<file path="config.mk">
export PLATFORM = sky130hd
export DESIGN_NAME = ptb_top
export DESIGN_NICKNAME = d
export VERILOG_FILES = /design/src/verilog/ptb_pkg.sv /design/src/verilog/ptb_timer_if.sv /design/src/verilog/ptb_timer.sv /design/src/verilog/ptb_top.sv
export VERILOG_INCLUDE_DIRS = /design/src /design/src/verilog
export SDC_FILE = /design/constraint.sdc
export NUM_CORES = 1
export LEC_CHECK = 0
export BUFFER_PORTS_ARGS = -buffer_cell sky130_fd_sc_hd__buf_2
export CORE_MARGIN = 3
export CORE_UTILIZATION = 45
export CTS_CLUSTER_DIAMETER = 200
export CTS_CLUSTER_SIZE = 28
export DETAILED_ROUTE_END_ITERATION = 8
export PLACE_DENSITY = 0.74
export SYNTH_ARGS = -nofsm -noshare
export SYNTH_HDL_FRONTEND = slang
export SYNTH_HIERARCHICAL = 1
export SYNTH_SLANG_ARGS = --single-unit
</file>
<file path="constraint.sdc">
create_clock -name clock -period 2.8 [get_ports clock]
set_input_delay 0.14 -clock clock [delete_from_list [all_inputs] [get_ports clock]]
set_output_delay 0.14 -clock clock [all_outputs]
set_load 0.01 [all_outputs]
</file>
<file path="src/verilog/ptb_regs.svh">
// Register offsets, field positions, reset values, write mask and event numbers of the PWM time base block
`ifndef PTB_REGS_SVH
`define PTB_REGS_SVH
`define PTB_OFF_PERIOD 12'h000
`define PTB_OFF_SEVT 12'h004
`define PTB_OFF_GCTL 12'h008
`define PTB_OFF_TIMER 12'h00c
`define PTB_OFF_IRQ_STATUS 12'h010
`define PTB_OFF_IRQ_CLEAR 12'h014
`define PTB_OFF_IRQ_ENABLE 12'h018
`define PTB_RST_PERIOD 16'hfff8
`define PTB_RST_SEVT 16'h0000
`define PTB_RST_GCTL 16'h0000
`define PTB_BIT_FLT_STAT 15
`define PTB_BIT_CL_STAT 14
`define PTB_BIT_TRG_STAT 13
`define PTB_BIT_FLT_IEN 12
`define PTB_BIT_CL_IEN 11
`define PTB_BIT_TRG_IEN 10
`define PTB_GCTL_WMASK 16'h1fef
`define PTB_EVT_FAULT 0
`define PTB_EVT_CLIMIT 1
`define PTB_EVT_TRIGGER 2
`define PTB_EVT_SPECIAL 3
`define PTB_EVT_PERIOD 4
`endif

</file>
<file path="src/verilog/ptb_pkg.sv">
// Types shared by the PWM time base block
package ptb_pkg;
   typedef enum logic [1:0] {ptb_idle, ptb_access} ptb_apb_state_t;
   typedef logic [4:0] ptb_evt_t;
endpackage

</file>
<file path="src/verilog/ptb_timer_if.sv">
// Signals between the register file and the master time base
`timescale 1ns/1ps
interface ptb_timer_if;
   logic [15:0] period;
   logic [15:0] compare;
   logic [15:0] count;
   logic period_hit;
   logic special_hit;
   modport timer (input period, input compare, output count, output period_hit, output special_hit);
   modport ctrl (output period, output compare, input count, input period_hit, input special_hit);
endinterface

</file>
<file path="src/verilog/ptb_timer.sv">
// Primary master time base counter with period and special event compare
`timescale 1ns/1ps
`include "ptb_regs.svh"
module ptb_timer
   import ptb_pkg::*;
(
   input wire logic clock,
   input wire logic sys_rst,
   ptb_timer_if.timer tif
);
   logic [15:0] count;
   logic [15:0] next_count;
   logic period_hit;
   logic next_period_hit;
   logic special_hit;
   logic next_special_hit;

   always_comb
   begin
      next_period_hit = (count >= tif.period);
      next_count = next_period_hit ? 16'h0000 : count + 16'h0001;
      next_special_hit = (count == tif.compare);
   end

   always_ff @(posedge clock or posedge sys_rst)
   begin
      if (sys_rst)
      begin
         count <= 16'h0000;
         period_hit <= 1'b0;
         special_hit <= 1'b0;
      end
      else
      begin
         count <= next_count;
         period_hit <= next_period_hit;
         special_hit <= next_special_hit;
      end
   end

   assign tif.count = count;
   assign tif.period_hit = period_hit;
   assign tif.special_hit = special_hit;
endmodule // ptb_timer

</file>
<file path="src/verilog/ptb_top.sv">
// APB register file, generator status flags and interrupt logic of the PWM time base block
`timescale 1ns/1ps
`include "ptb_regs.svh"
module ptb_top
   import ptb_pkg::*;
#(
   parameter int REG_WIDTH = 16,
   parameter int EVT_COUNT = 5
)
(
   input wire logic clock,
   input wire logic sys_rst,
   input wire logic psel,
   input wire logic penable,
   input wire logic pwrite,
   input wire logic [11:0] paddr,
   input wire logic [31:0] pwdata,
   input wire logic [3:0] pstrb,
   output logic [31:0] prdata,
   output logic pready,
   output logic pslverr,
   input wire logic fault_event,
   input wire logic current_limit_event,
   input wire logic trigger_event,
   output logic special_event,
   output logic irq
);
   ptb_timer_if tif();

   // The register file and the timer serve 16-bit registers and five interrupt events only
   if (REG_WIDTH != 16 || EVT_COUNT != $bits(ptb_evt_t))
   begin : g_param_check
      $error("ptb_top: unsupported register width or event count");
   end

   ptb_timer ptb_timer_i
   (
      .clock(clock),
      .sys_rst(sys_rst),
      .tif(tif)
   );

   ptb_apb_state_t state;
   ptb_apb_state_t next_state;
   logic [15:0] primary_period_value;
   logic [15:0] next_primary_period_value;
   logic [15:0] special_event_compare_value;
   logic [15:0] next_special_event_compare_value;
   logic [15:0] generator_control_reg;
   logic [15:0] next_generator_control_reg;
   ptb_evt_t irq_status;
   ptb_evt_t next_irq_status;
   ptb_evt_t irq_enable;
   ptb_evt_t next_irq_enable;
   logic [31:0] next_prdata;
   logic next_pready;
   logic next_pslverr;
   logic next_special_event;
   logic next_irq;
   logic wr;
   logic [15:0] wval;
   logic [15:0] gctl_new;
   logic fault_irq_enable;
   logic current_limit_irq_enable;
   logic trigger_irq_enable;

   // Merge a write into a 16-bit register honouring byte strobes
   function automatic logic [15:0] ptb_merge(input logic [15:0] old, input logic [31:0] data,
                                             input logic [3:0] strb);
      ptb_merge = {strb[1] ? data[15:8] : old[15:8], strb[0] ? data[7:0] : old[7:0]};
   endfunction

   function automatic logic ptb_mapped(input logic [11:0] a);
      ptb_mapped = (a == `PTB_OFF_PERIOD) || (a == `PTB_OFF_SEVT) || (a == `PTB_OFF_GCTL) ||
                   (a == `PTB_OFF_TIMER) || (a == `PTB_OFF_IRQ_STATUS) || (a == `PTB_OFF_IRQ_CLEAR) ||
                   (a == `PTB_OFF_IRQ_ENABLE);
   endfunction

   assign tif.period = primary_period_value;
   assign tif.compare = special_event_compare_value;
   assign fault_irq_enable = generator_control_reg[`PTB_BIT_FLT_IEN];
   assign current_limit_irq_enable = generator_control_reg[`PTB_BIT_CL_IEN];
   assign trigger_irq_enable = generator_control_reg[`PTB_BIT_TRG_IEN];

   // One wait state: the answer is registered at the access edge
   always_comb
   begin
      next_state = state;
      next_pready = 1'b0;
      next_pslverr = 1'b0;
      next_prdata = prdata;
      wr = 1'b0;
      case (state)
         ptb_idle:
         begin
            if (psel && !penable)
               next_state = ptb_access;
         end
         ptb_access:
         begin
            if (psel && penable)
            begin
               next_pready = 1'b1;
               next_pslverr = !ptb_mapped(paddr);
               wr = pwrite && ptb_mapped(paddr);
               next_state = ptb_idle;
               next_prdata = 32'h0000_0000;
               if (!pwrite)
               begin
                  case (paddr)
                     `PTB_OFF_PERIOD: next_prdata = {16'h0000, primary_period_value};
                     `PTB_OFF_SEVT: next_prdata = {16'h0000, special_event_compare_value};
                     `PTB_OFF_GCTL: next_prdata = {16'h0000, generator_control_reg};
                     `PTB_OFF_TIMER: next_prdata = {16'h0000, tif.count};
                     `PTB_OFF_IRQ_STATUS: next_prdata = {27'h0000000, irq_status};
                     `PTB_OFF_IRQ_ENABLE: next_prdata = {27'h0000000, irq_enable};
                     default: next_prdata = 32'h0000_0000;
                  endcase
               end
            end
         end
         default: next_state = ptb_idle;
      endcase
   end

   // Register writes and hardware status flags
   always_comb
   begin
      wval = 16'h0000;
      next_primary_period_value = primary_period_value;
      next_special_event_compare_value = special_event_compare_value;
      next_irq_enable = irq_enable;
      next_irq_status = irq_status;
      gctl_new = generator_control_reg;
      if (wr && paddr == `PTB_OFF_PERIOD)
         next_primary_period_value = ptb_merge(primary_period_value, pwdata, pstrb);
      if (wr && paddr == `PTB_OFF_SEVT)
         next_special_event_compare_value = ptb_merge(special_event_compare_value, pwdata, pstrb);
      if (wr && paddr == `PTB_OFF_GCTL)
      begin
         wval = ptb_merge(generator_control_reg, pwdata, pstrb);
         gctl_new = (generator_control_reg & ~`PTB_GCTL_WMASK) | (wval & `PTB_GCTL_WMASK);
      end
      // Clearing an enable clears its flag; an event in that same cycle still sets it, later events do not
      if (!gctl_new[`PTB_BIT_CL_IEN])
         gctl_new[`PTB_BIT_CL_STAT] = 1'b0;
      if (!gctl_new[`PTB_BIT_FLT_IEN])
         gctl_new[`PTB_BIT_FLT_STAT] = 1'b0;
      if (!gctl_new[`PTB_BIT_TRG_IEN])
         gctl_new[`PTB_BIT_TRG_STAT] = 1'b0;
      if (current_limit_event && current_limit_irq_enable)
         gctl_new[`PTB_BIT_CL_STAT] = 1'b1;
      if (fault_event && fault_irq_enable)
         gctl_new[`PTB_BIT_FLT_STAT] = 1'b1;
      if (trigger_event && trigger_irq_enable)
         gctl_new[`PTB_BIT_TRG_STAT] = 1'b1;
      next_generator_control_reg = gctl_new;
      if (wr && paddr == `PTB_OFF_IRQ_ENABLE)
         next_irq_enable = pwdata[4:0];
      if (wr && paddr == `PTB_OFF_IRQ_CLEAR)
         next_irq_status = irq_status & ~pwdata[4:0];
      next_irq_status[`PTB_EVT_FAULT] = next_irq_status[`PTB_EVT_FAULT] | fault_event;
      next_irq_status[`PTB_EVT_CLIMIT] = next_irq_status[`PTB_EVT_CLIMIT] | current_limit_event;
      next_irq_status[`PTB_EVT_TRIGGER] = next_irq_status[`PTB_EVT_TRIGGER] | trigger_event;
      next_irq_status[`PTB_EVT_SPECIAL] = next_irq_status[`PTB_EVT_SPECIAL] | tif.special_hit;
      next_irq_status[`PTB_EVT_PERIOD] = next_irq_status[`PTB_EVT_PERIOD] | tif.period_hit;
      // A compare hit leaves as a one-cycle pulse
      next_special_event = tif.special_hit;
      next_irq = |(next_irq_status & next_irq_enable);
   end

   // Bus answer registers
   always_ff @(posedge clock or posedge sys_rst)
   begin
      if (sys_rst)
      begin
         state <= ptb_idle;
         prdata <= 32'h0000_0000;
         pready <= 1'b0;
         pslverr <= 1'b0;
      end
      else
      begin
         state <= next_state;
         prdata <= next_prdata;
         pready <= next_pready;
         pslverr <= next_pslverr;
      end
   end

   // Registers, status flags and interrupt outputs
   always_ff @(posedge clock or posedge sys_rst)
   begin
      if (sys_rst)
      begin
         primary_period_value <= `PTB_RST_PERIOD;
         special_event_compare_value <= `PTB_RST_SEVT;
         generator_control_reg <= `PTB_RST_GCTL;
         irq_status <= 5'h00;
         irq_enable <= 5'h00;
         special_event <= 1'b0;
         irq <= 1'b0;
      end
      else
      begin
         primary_period_value <= next_primary_period_value;
         special_event_compare_value <= next_special_event_compare_value;
         generator_control_reg <= next_generator_control_reg;
         irq_status <= next_irq_status;
         irq_enable <= next_irq_enable;
         special_event <= next_special_event;
         irq <= next_irq;
      end
   end
endmodule // ptb_top

</file>
==> results of run 1 <==
==> worst reg2reg max path: stages (launching register included) <==
cell	delay, ps
dfstp_2	560
inv_1	60
ha_1	300
nand4_1	120
or3_4	430
o31ai_4	250
buf_4	290
nor4_1	90
==> power groups by stage <==
stage               registers (mW)  clock network (mW)  logic (mW)
detailed placement            1.42                   0       0.128
global placement              1.42                   0       0.125
CTS                           1.39                1.26       0.132
floorplan                     1.42                   0      0.0819
global route                  1.39                1.33       0.146
finish                        1.39                1.24       0.131
==> cells by family after synthesis <==
kind of cell,after synthesis
muxes,55
AOI/OAI and AO/OA,74
other,1
buffers and inverters,62
DFF,96
and+or+nand+nor,116
xor gates and xnor gates,30
adders and majority gates,17
==> metrics by stage <==
| step | util, % | setup WS (ps) | area (µm²) | power [mW] | cells |
|---|---|---|---|---|---|
| after floorplan | - | 686 | 5260 | 1.50 | 466 |
| after global placement | 50.7 | 557 | 5620 | 1.54 | 640 |
| after detailed placement | 50.7 | 481 | 5620 | 1.55 | 640 |
| after CTS | 53.7 | 560 | 5950 | 2.78 | 659 |
| after global routing | 53.7 | 442 | 5950 | 2.87 | 659 |
| final | 53.7 | 546 | 5950 | 2.77 | 659 |
==> placed cells by master (no fill, tap or decap), types with 16 or more instances in the layout <==
cell     instances
inv_1           26
xnor2_1         29
ha_1            17
nand2_1         26
nand4_1         16
mux2_2          50
buf_2           57
dfrtp_1         83
conb_1          16
==> metal layers <==
layer	share of wire [%]	wire (µm)
met5	0	0
met4	1.5	179
met3	6.9	831
met2	49	5920
met1	43	5180
==> what timing repair did <==
item / CTS / global route
hold buffers: 3 / 0
endpoints found under the setup margin: 0 / 0
hold endpoints to repair: 84 / 0
==> cells in the mapped netlist, drive strengths merged, types with 10 or more instances <==
cell type | number | share of area, %
a21oi | 12 | 1.2
a221oi | 13 | 2.2
a22o | 13 | 2.2
buf | 25 | 3.2
clkbuf | 10 | 0.74
dfrtp | 83 | 40
dfstp | 13 | 6.6
ha | 17 | 4.1
inv | 27 | 1.9
mux2 | 50 | 11
nand2 | 28 | 2.2
nand3 | 12 | 1.4
nand4 | 16 | 1.9
nor3 | 11 | 2.2
nor4 | 23 | 4.3
o21ai | 13 | 1.2
xnor2 | 29 | 4.9
==> worst max-delay path by stage <==
stage,startpoint,end,slack (ps),depth (start not counted)
after global placement,paddr[9],special_event_compare_value[9],560,6
final,primary_period_value[13],ptb_timer_i/tif.count[2],550,7
after CTS,primary_period_value[13],ptb_timer_i/tif.count[2],560,7
after floorplan,sys_rst,generator_control_reg[0],690,1
after detailed placement,paddr[9],special_event_compare_value[7],480,6
after global routing,primary_period_value[11],ptb_timer_i/tif.count[15],440,7
==> area by class of cell <==
type / instances / area share, %
multi-input combinational: 308 / 42.6
sequential: 96 / 40.7
timing repair buffer: 72 / 7.03
clock buffer: 10 / 3.85
tap: 140 / 2.95
inverter: 27 / 1.70
clock inverter: 6 / 1.16
==> qor.csv, run 1 <==
stage,metric,value,unit
setup_path,Worst EP required,2990,ps
global_route,initial antenna violation count,0,
setup_path,cell family with most CP delay,simple AND/OR/NAND/NOR gates,
synthesis,Synth Area in Compound Gates,10.8,%
power_and_ir_drop,Peak supply drop,0.408,mV
power_and_ir_drop,Clk network pwr share,45.0,%
sta,Fin. Hold Viols,0,
hold_path,worst hold start,pwdata[13],
setup_path,CP Cell Sequence,inv_1 > ha_1 > nand4_1 > or3_4 > o31ai_4 > buf_4 > nor4_1,
setup_path,Worst R2R Start,primary_period_value[13],
synthesis,Post-synth EDFFs,0,
cts,clk root buf,clkbuf_16,
routing,DRC Markers,0,
die,Starting Density,47.0,%
finish,layout cell share with drive strength beyond 1,34.9,%
finish,area of the multi-input gates,0.00254,mm²
hold_path,sink of the worst hold path,special_event_compare_value[13],
routing,first-iteration detailed-routing DRC count,265,
setup_path,CP bufs+invs,2,
placement,Port Buffers,57,
finish,register area,0.00242,mm²
synthesis,synthesized-area fraction occupied by adder cells,4.09,%
hold_path,type of the most critical hold path,primary input to register,
sta,RSZ-0062 raised after global routing,false,
routing,drt pass-1 iters,5,
finish,Area Growth Syn to Fin,14.2,%
global_route,grt met1 use,26.8,%
sta,"Setup violations, final",0,
global_route,Overall Global Routing Usage,19.8,%
setup_path,critical path's slowest cell,dfstp_2,
setup_path,crit path launch type,register,
setup_path,crit path DAT,2450,ps
setup_path,CP max FO,17,
cts,"Clk pin slew, worst setup/hold paths",70,ps
cts,TritonCTS buffer count,9,
routing,Via Count,3833,
sta,final setup TNS,0,ps
global_route,first-pass GRT wire length,20.1,mm
synthesis,Syn Area/Cell,11.5,µm²
synthesis,synthesis-stage register bit count,96,
placement,GP Congestion,0.867,
synthesis,multiplexer share of the synthesized area,12.0,%
sta,fin crit share,80.5,%
power_and_ir_drop,Power per Cell Area,465,mW/mm²
power_and_ir_drop,leak pwr,2.64,nW
synthesis,main flop type after synthesis,dfrtp_1,
hold_path,hold path cells,2,
placement,Final HPWL DP,8.82,mm
sta,Final Max Slew Viols,0,
finish,fillcell total,939,
setup_path,Critical R2R Capture,ptb_timer_i/tif.count[2],
setup_path,crit-path max cell delay,560,ps
sta,Slew @ Worst Pin,802,ps
power_and_ir_drop,Int Pwr,2.13,mW
sta,worst hold slack,39.3,ps
synthesis,Post-synth ARST share,100,%
synthesis,simple-gate share of the synthesized area,15.6,%
synthesis,largest family of logic cells by synthesized area,simple AND/OR/NAND/NOR gates,
synthesis,Post-Synth XOR/XNOR Area,5.05,%
synthesis,Yosys warning count,6,
cts,Longest Clk Path Bufs,2,
routing,antenna-violating nets left,0,
synthesis,register area share after synthesis,46.5,%
synthesis,Yosys cell types,61,
global_route,vias in the first global route,3854,
routing,routed len/inst,18.4,µm
sta,relative slew slack,46.6,%
die,Ports,92,
power_and_ir_drop,P_sw,0.638,mW
cts,H-tree levels,3,
cts,Post-CTS Resized,0,
power_and_ir_drop,Comb power frac,4.7,%
setup_path,path type of the worst setup path,register to register,
cts,post-CTS setup buffer count,0,
power_and_ir_drop,Seq pwr share,50.3,%
die,die area,0.0129,mm²
setup_path,Crit. End Element,register,
cts,CTS tree,done,
die,Cell Rows,38,
job,Max-cap violations,0,
routing,DRT Wirelength,12.1,mm
sta,clk_skew,5.63,ps
finish,ant diodes,0,
die,Die H,114,µm
die,Die W,114,µm
power_and_ir_drop,switch share,23.1,%
setup_path,Register-to-Register Path Depth,7,
finish,nets@finish,587,
synthesis,Syn Std Cell Area,0.00521,mm²
die,placeable core area,0.0111,mm²
routing,Vias/cell,5.82,
synthesis,synthesized instance count,451,
sta,Period minus WS final,2250,ps
global_route,met2 usage,31.7,%
global_route,Top Usage Layer GRT,met2,
sta,fmax,444,MHz
global_route,GR Layer Usage met3,4.93,%
status,outcome,"finished, final reports clean",
global_route,largest net degree at the start of global routing,79,
global_route,global route overflow,0,
cts,clock sinks,96,
setup_path,internal reg-to-reg setup slack,550,ps
cts,Worst-Skew Late Latency,350,ps
Power figures use the tool's default switching activity.
==> run 2: changes to the inputs <==
--- a/config.mk
+++ b/config.mk
@@ -12,7 +12,7 @@
 export CTS_CLUSTER_DIAMETER = 200
 export CTS_CLUSTER_SIZE = 28
 export DETAILED_ROUTE_END_ITERATION = 8
-export PLACE_DENSITY = 0.74
+export PLACE_DENSITY = 0.77
 export SYNTH_ARGS = -nofsm -noshare
 export SYNTH_HDL_FRONTEND = slang
 export SYNTH_HIERARCHICAL = 1
==> constraint.sdc (replaced) <==
create_clock -name clock -period 1.9 [get_ports clock]
set_input_delay 0.095 -clock clock [delete_from_list [all_inputs] [get_ports clock]]
set_output_delay 0.095 -clock clock [all_outputs]
set_load 0.01 [all_outputs]
==> qor.csv, run 2 (synthesized netlist as in run 1, its figures left out) <==
stage,metric,value,unit
cts,clk root buf,clkbuf_16,
cts,"Clk pin slew, worst setup/hold paths",80,ps
hold_path,type of the most critical hold path,primary input to register,
sta,clk_skew,13.2,ps
routing,Vias/cell,5.74,
sta,relative slew slack,49.4,%
sta,final setup TNS,-1860,ps
routing,routed len/inst,19.1,µm
setup_path,Worst EP required,2130,ps
routing,drt pass-1 iters,6,
cts,Longest Clk Path Bufs,2,
cts,CTS tree,done,
die,Die H,114,µm
sta,fmax,493,MHz
placement,GP Congestion,0.820,
setup_path,crit path launch type,register,
sta,RSZ-0062 raised after global routing,true,
global_route,initial antenna violation count,0,
placement,Final HPWL DP,10.1,mm
power_and_ir_drop,Power per Cell Area,614,mW/mm²
power_and_ir_drop,leak pwr,3.00,nW
finish,Non-Filler Instances,719,
power_and_ir_drop,switch share,25.0,%
finish,nets@finish,647,
finish,fillcell total,851,
setup_path,Critical R2R Capture,ptb_timer_i/tif.count[5],
power_and_ir_drop,Comb power frac,5.4,%
die,Die W,114,µm
finish,ant diodes,0,
setup_path,Crit. End Element,register,
power_and_ir_drop,Int Pwr,3.04,mW
routing,antenna-violating nets left,0,
finish,Area Growth Syn to Fin,26.6,%
placement,placed inst area,0.00617,mm²
cts,Worst-Skew Late Latency,360,ps
setup_path,CP max FO,17,
sta,Slew @ Worst Pin,758,ps
die,die area,0.0129,mm²
finish,final non-filler cell area,0.00659,mm²
placement,Port Buffers,57,
global_route,global route overflow,0,
global_route,Overall Global Routing Usage,22.1,%
setup_path,Register-to-Register Path Depth,7,
placement,Placed Instances,697,
sta,"Setup violations, final",18,
setup_path,Worst R2R Start,primary_period_value[6],
sta,Final Max Slew Viols,0,
die,placeable core area,0.0111,mm²
power_and_ir_drop,Peak supply drop,0.554,mV
power_and_ir_drop,Clk network pwr share,43.9,%
power_and_ir_drop,Seq pwr share,50.6,%
finish,layout cell share with drive strength beyond 1,44.7,%
sta,Fin. Hold Viols,0,
job,Max-cap violations,0,
power_and_ir_drop,Pwr Total,4.05,mW
routing,first-iteration detailed-routing DRC count,374,
global_route,first-pass GRT wire length,22.4,mm
finish,"commonest non-fill, non-tap cell in the layout",dfrtp_1,
finish,most frequent cells in the layout,"dfrtp_1, buf_4, buf_2",
hold_path,worst hold start,pwdata[13],
die,Ports,92,
power_and_ir_drop,P_sw,1.01,mW
cts,H-tree levels,3,
routing,Via Count,4130,
cts,clock sinks,96,
global_route,largest net degree at the start of global routing,45,
die,Starting Density,47.0,%
sta,fin worst setup slack,-129,ps
setup_path,path type of the worst setup path,register to register,
finish,Finished Core Util,59.5,%
sta,Period minus WS final,2030,ps
routing,DRT Wirelength,13.8,mm
routing,DRC Markers,0,
hold_path,hold path cells,2,
global_route,vias in the first global route,4293,
setup_path,internal reg-to-reg setup slack,-130,ps
hold_path,sink of the worst hold path,primary_period_value[13],
status,failing checks,negative setup slack,
setup_path,crit path DAT,2260,ps
die,Cell Rows,38,
status,outcome,"complete, but fails checks",
cts,TritonCTS buffer count,9,
sta,fin crit share,107,%
run 2: power by group through the flow:
| stage | sequential [mW] | clock (mW) | combinational [mW] |
|---|---|---|---|
| after floorplan | 2.09 | 0 | 0.122 |
| after global placement | 2.09 | 0 | 0.200 |
| after detailed placement | 2.09 | 0 | 0.208 |
| after CTS | 2.05 | 1.78 | 0.218 |
| after global routing | 2.05 | 1.87 | 0.242 |
| final | 2.05 | 1.78 | 0.221 |
run 2: layer usage:
layer	up-vias	global-route usage, %	wire [µm]
met5	-	0	0
met2	173	35.9	6820
met4	0	8.33	287
met3	23	4.67	792
met1	2054	29.2	5870
li1	1880	-	-
run 2: final cells by class:
| type | count | area [µm²] | area share [%] |
|---|---|---|---|
| Inverter | 27 | 105 | 1.59 |
| Clock buffer | 9 | 225 | 3.42 |
| Clock inverter | 7 | 58.8 | 0.892 |
| Tap cell | 140 | 175 | 2.66 |
| Multi-Input combinational cell | 308 | 2680 | 40.7 |
| Sequential cell | 96 | 2420 | 36.7 |
| Timing Repair Buffer | 132 | 928 | 14.1 |
run 2: timing repair:
action,CTS,global route
pin swaps,3,5
hold endpoints to repair,31,0
hold buffers,4,0
buffers inserted,1,1
endpoints found under the setup margin,21,36
gates resized for setup,10,7
run 2: worst max path at each step:
stage                                   startpoint                          to  cells past startpoint
after floorplan            primary_period_value[7]   ptb_timer_i/tif.count[10]                      7
after global placement                   paddr[10]                         irq                      7
after detailed placement                 paddr[10]                         irq                      7
after CTS                 primary_period_value[13]  ptb_timer_i/tif.period_hit                      7
after global routing       primary_period_value[9]    ptb_timer_i/tif.count[5]                      7
final                      primary_period_value[6]    ptb_timer_i/tif.count[5]                      7
run 2: worst max-delay path, cell delays in order (launching register included):
cell	delay, ps
dfstp_2	570
inv_2	60
ha_4	270
nand4_1	110
or3_4	410
o31ai_4	220
buf_12	200
nor4_1	70
run 2: metrics by stage:
step | hold slack, ps | setup WS, ps
floorplan | 33.6 | -92.1
CTS | 6.89 | -104
global route | 9.75 | -198
finish | 4.04 | -129
detailed placement | 127 | -126
global placement | 114 | -86.7
==> run 3: changes to the inputs <==
--- a/config.mk
+++ b/config.mk
@@ -6,6 +6,7 @@
 export SDC_FILE = /design/constraint.sdc
 export NUM_CORES = 1
 export LEC_CHECK = 0
+export ABC_AREA = 1
 export BUFFER_PORTS_ARGS = -buffer_cell sky130_fd_sc_hd__buf_2
 export CORE_MARGIN = 3
 export CORE_UTILIZATION = 45
==> qor.csv, run 3 <==
stage,metric,value,unit
sta,Slew @ Worst Pin,711,ps
routing,antenna-violating nets left,0,
sta,Period minus WS final,1800,ps
routing,DRC Markers,0,
routing,Vias/cell,5.15,
routing,Via Count,4557,
sta,final setup TNS,0,ps
sta,fmax,557,MHz
cts,H-tree levels,3,
synthesis,Yosys cell types,39,
finish,"commonest non-fill, non-tap cell in the layout",nand2_1,
power_and_ir_drop,leak pwr,3.12,nW
synthesis,"top cells by area, synth","dfrtp_1, nand2_1, dfstp_2, inv_1, o21ai_2",
setup_path,path type of the worst setup path,register to register,
synthesis,Post-synth EDFFs,0,
placement,Post-Place Worst Slack,61.7,ps
cts,clk root buf,clkbuf_16,
setup_path,Worst EP required,2170,ps
die,Die W,117,µm
cts,"Clk pin slew, worst setup/hold paths",70,ps
synthesis,Commonest cells post-synth,"nand2_1, dfrtp_1, inv_1",
routing,DRT Wirelength,13.4,mm
global_route,Overall Global Routing Usage,20.5,%
global_route,largest net degree at the start of global routing,29,
sta,Fin. Hold Viols,2,
synthesis,synthesis-stage register bit count,96,
synthesis,main flop type after synthesis,dfrtp_1,
routing,first-iteration detailed-routing DRC count,453,
setup_path,crit path launch type,register,
die,Cell Rows,39,
status,failing checks,negative hold slack,
finish,Area Growth Syn to Fin,16.1,%
sta,RSZ-0062 raised after global routing,true,
sta,fin worst setup slack,104,ps
die,Die H,117,µm
global_route,vias in the first global route,4290,
finish,ant diodes,0,
synthesis,Syn Area/Cell,8.43,µm²
job,Max-cap violations,0,
sta,Final Max Slew Viols,0,
die,die area,0.0137,mm²
finish,nets@finish,809,
routing,routed len/inst,15.2,µm
cts,Longest Clk Path Bufs,2,
power_and_ir_drop,Peak supply drop,0.421,mV
synthesis,Syn Std Cell Area,0.00555,mm²
finish,most frequent cells in the layout,"nand2_1, dfrtp_1, inv_1",
global_route,first-pass GRT wire length,21.6,mm
cts,CTS tree,done,
synthesis,register area share after synthesis,43.6,%
placement,GP Congestion,0.939,
synthesis,synthesized instance count,658,
sta,fin crit share,94.5,%
sta,clk_skew,4.77,ps
setup_path,crit path DAT,2070,ps
placement,Port Buffers,57,
finish,layout cell share with drive strength beyond 1,23.6,%
die,Starting Density,47.4,%
die,Ports,92,
synthesis,Synth area leader,dfrtp_1,
setup_path,CP max FO,17,
cts,clock sinks,96,
sta,relative slew slack,52.6,%
setup_path,Crit. End Element,register,
sta,"Setup violations, final",0,
placement,Final HPWL DP,9.96,mm
sta,worst hold slack,-3.48,ps
synthesis,Yosys warning count,6,
die,placeable core area,0.0117,mm²
power_and_ir_drop,Power per Cell Area,682,mW/mm²
global_route,global route overflow,0,
status,outcome,"complete, but fails checks",
synthesis,Post-synth ARST share,100,%
cts,Worst-Skew Late Latency,350,ps
global_route,initial antenna violation count,0,
synthesis,Synth top area share,37.4,%
cts,TritonCTS buffer count,9,
finish,Finished Core Util,55.0,%
routing,drt pass-1 iters,5,
cts,post-CTS setup buffer count,0,
synthesis,cell with the most instances after synthesis,nand2_1,
hold_path,type of the most critical hold path,primary input to register,
==> run 3: cell types whose count changed after synthesis, moves of 10 or more <==
cell      previous run  this run
nand2_1             26       163
inv_1               27        78
mux2_2              50         0
nor2_1               8        49
o21ai_2              0        30
nand3_1             11        37
xnor2_1             29         8
xor2_1               1        15
a221oi_1            13         0
o21ai_1              0        13
nor4_1              12         0
nor4_2              10         0
==> run 3: layer usage <==
layer | global-route usage, % | share of wire [%] | wire [µm]
met5 | 0 | 0 | 0
met4 | 7.26 | 2.3 | 306
met3 | 4.42 | 6.7 | 907
met2 | 32.6 | 46 | 6230
met1 | 27.7 | 45 | 6000
==> run 3: timing repair <==
action / in CTS / in global routing
setup endpoints to repair: 0 / 17
endpoints found under the hold margin: 39 / 0
resized for setup: 0 / 1
hold buffers: 5 / 0
==> run 3: path summary, 6_finish.rpt <==
| kind | startpoint | end | cells after the start | slack, ps |
|---|---|---|---|---|
| setup / recovery | primary_period_value[11] | ptb_timer_i/tif.count[0] | 7 | 100 |
| min in group asynchronous | sys_rst | prdata[6] | 3 | 390 |
| max in group asynchronous | sys_rst | primary_period_value[12] | 4 | 890 |
| hold reg to reg | ptb_timer_i/tif.special_hit | special_event | 0 | 420 |
| hold / removal | trigger_event | generator_control_reg[13] | 3 | -3 |
| setup reg to reg | primary_period_value[11] | ptb_timer_i/tif.count[0] | 7 | 100 |
==> run 3: metrics by stage <==
stage / instance area (µm²) / instances / power, mW
floorplan: 5610 / 673 / 2.21
CTS: 6430 / 884 / 4.41
global route: 6440 / 884 / 4.52
global placement: 6030 / 863 / 2.29
detailed placement: 6030 / 863 / 2.29
finish: 6440 / 884 / 4.39
==> run 3: logic make-up (layout without fill, tap and decap cells) <==
kind of cell	count (synthesis)	after routing	synth area share, %
xor gates and xnor gates	23	23	3.63
AOI/OAI and AO/OA	92	92	11.7
buffers and inverters	117	185	10.2
and+or+nand+nor	312	312	27.0
adders and majority gates	17	17	3.83
DFF	96	96	43.6
other	1	16	0.0676
==> run 3: power breakdown <==
group	total, mW	switching, mW	leakage (nW)	internal (mW)
Sequential	2.05	0.00130	1.19	2.05
Clock	2.13	0.779	0.172	1.36
Combinational	0.206	0.144	1.76	0.0628
==> run 3: worst max-delay path, stage by stage, from the launching register on <==
cell and delay, ps:
dfstp_2 560, inv_1 50, ha_1 310, a21oi_1 160, o21ai_0 100, a21oi_1 230
nand2_4 180, nor2_1 140
==> run 3: layout make-up <==
type	count	area, µm²
clock buffers	11	253
clock inverters	5	103
fillers	1041	5270
inverters	84	327
multi-input cells	460	2630
flip-flops and latches	96	2420
well taps	143	179
repair buffers	85	533
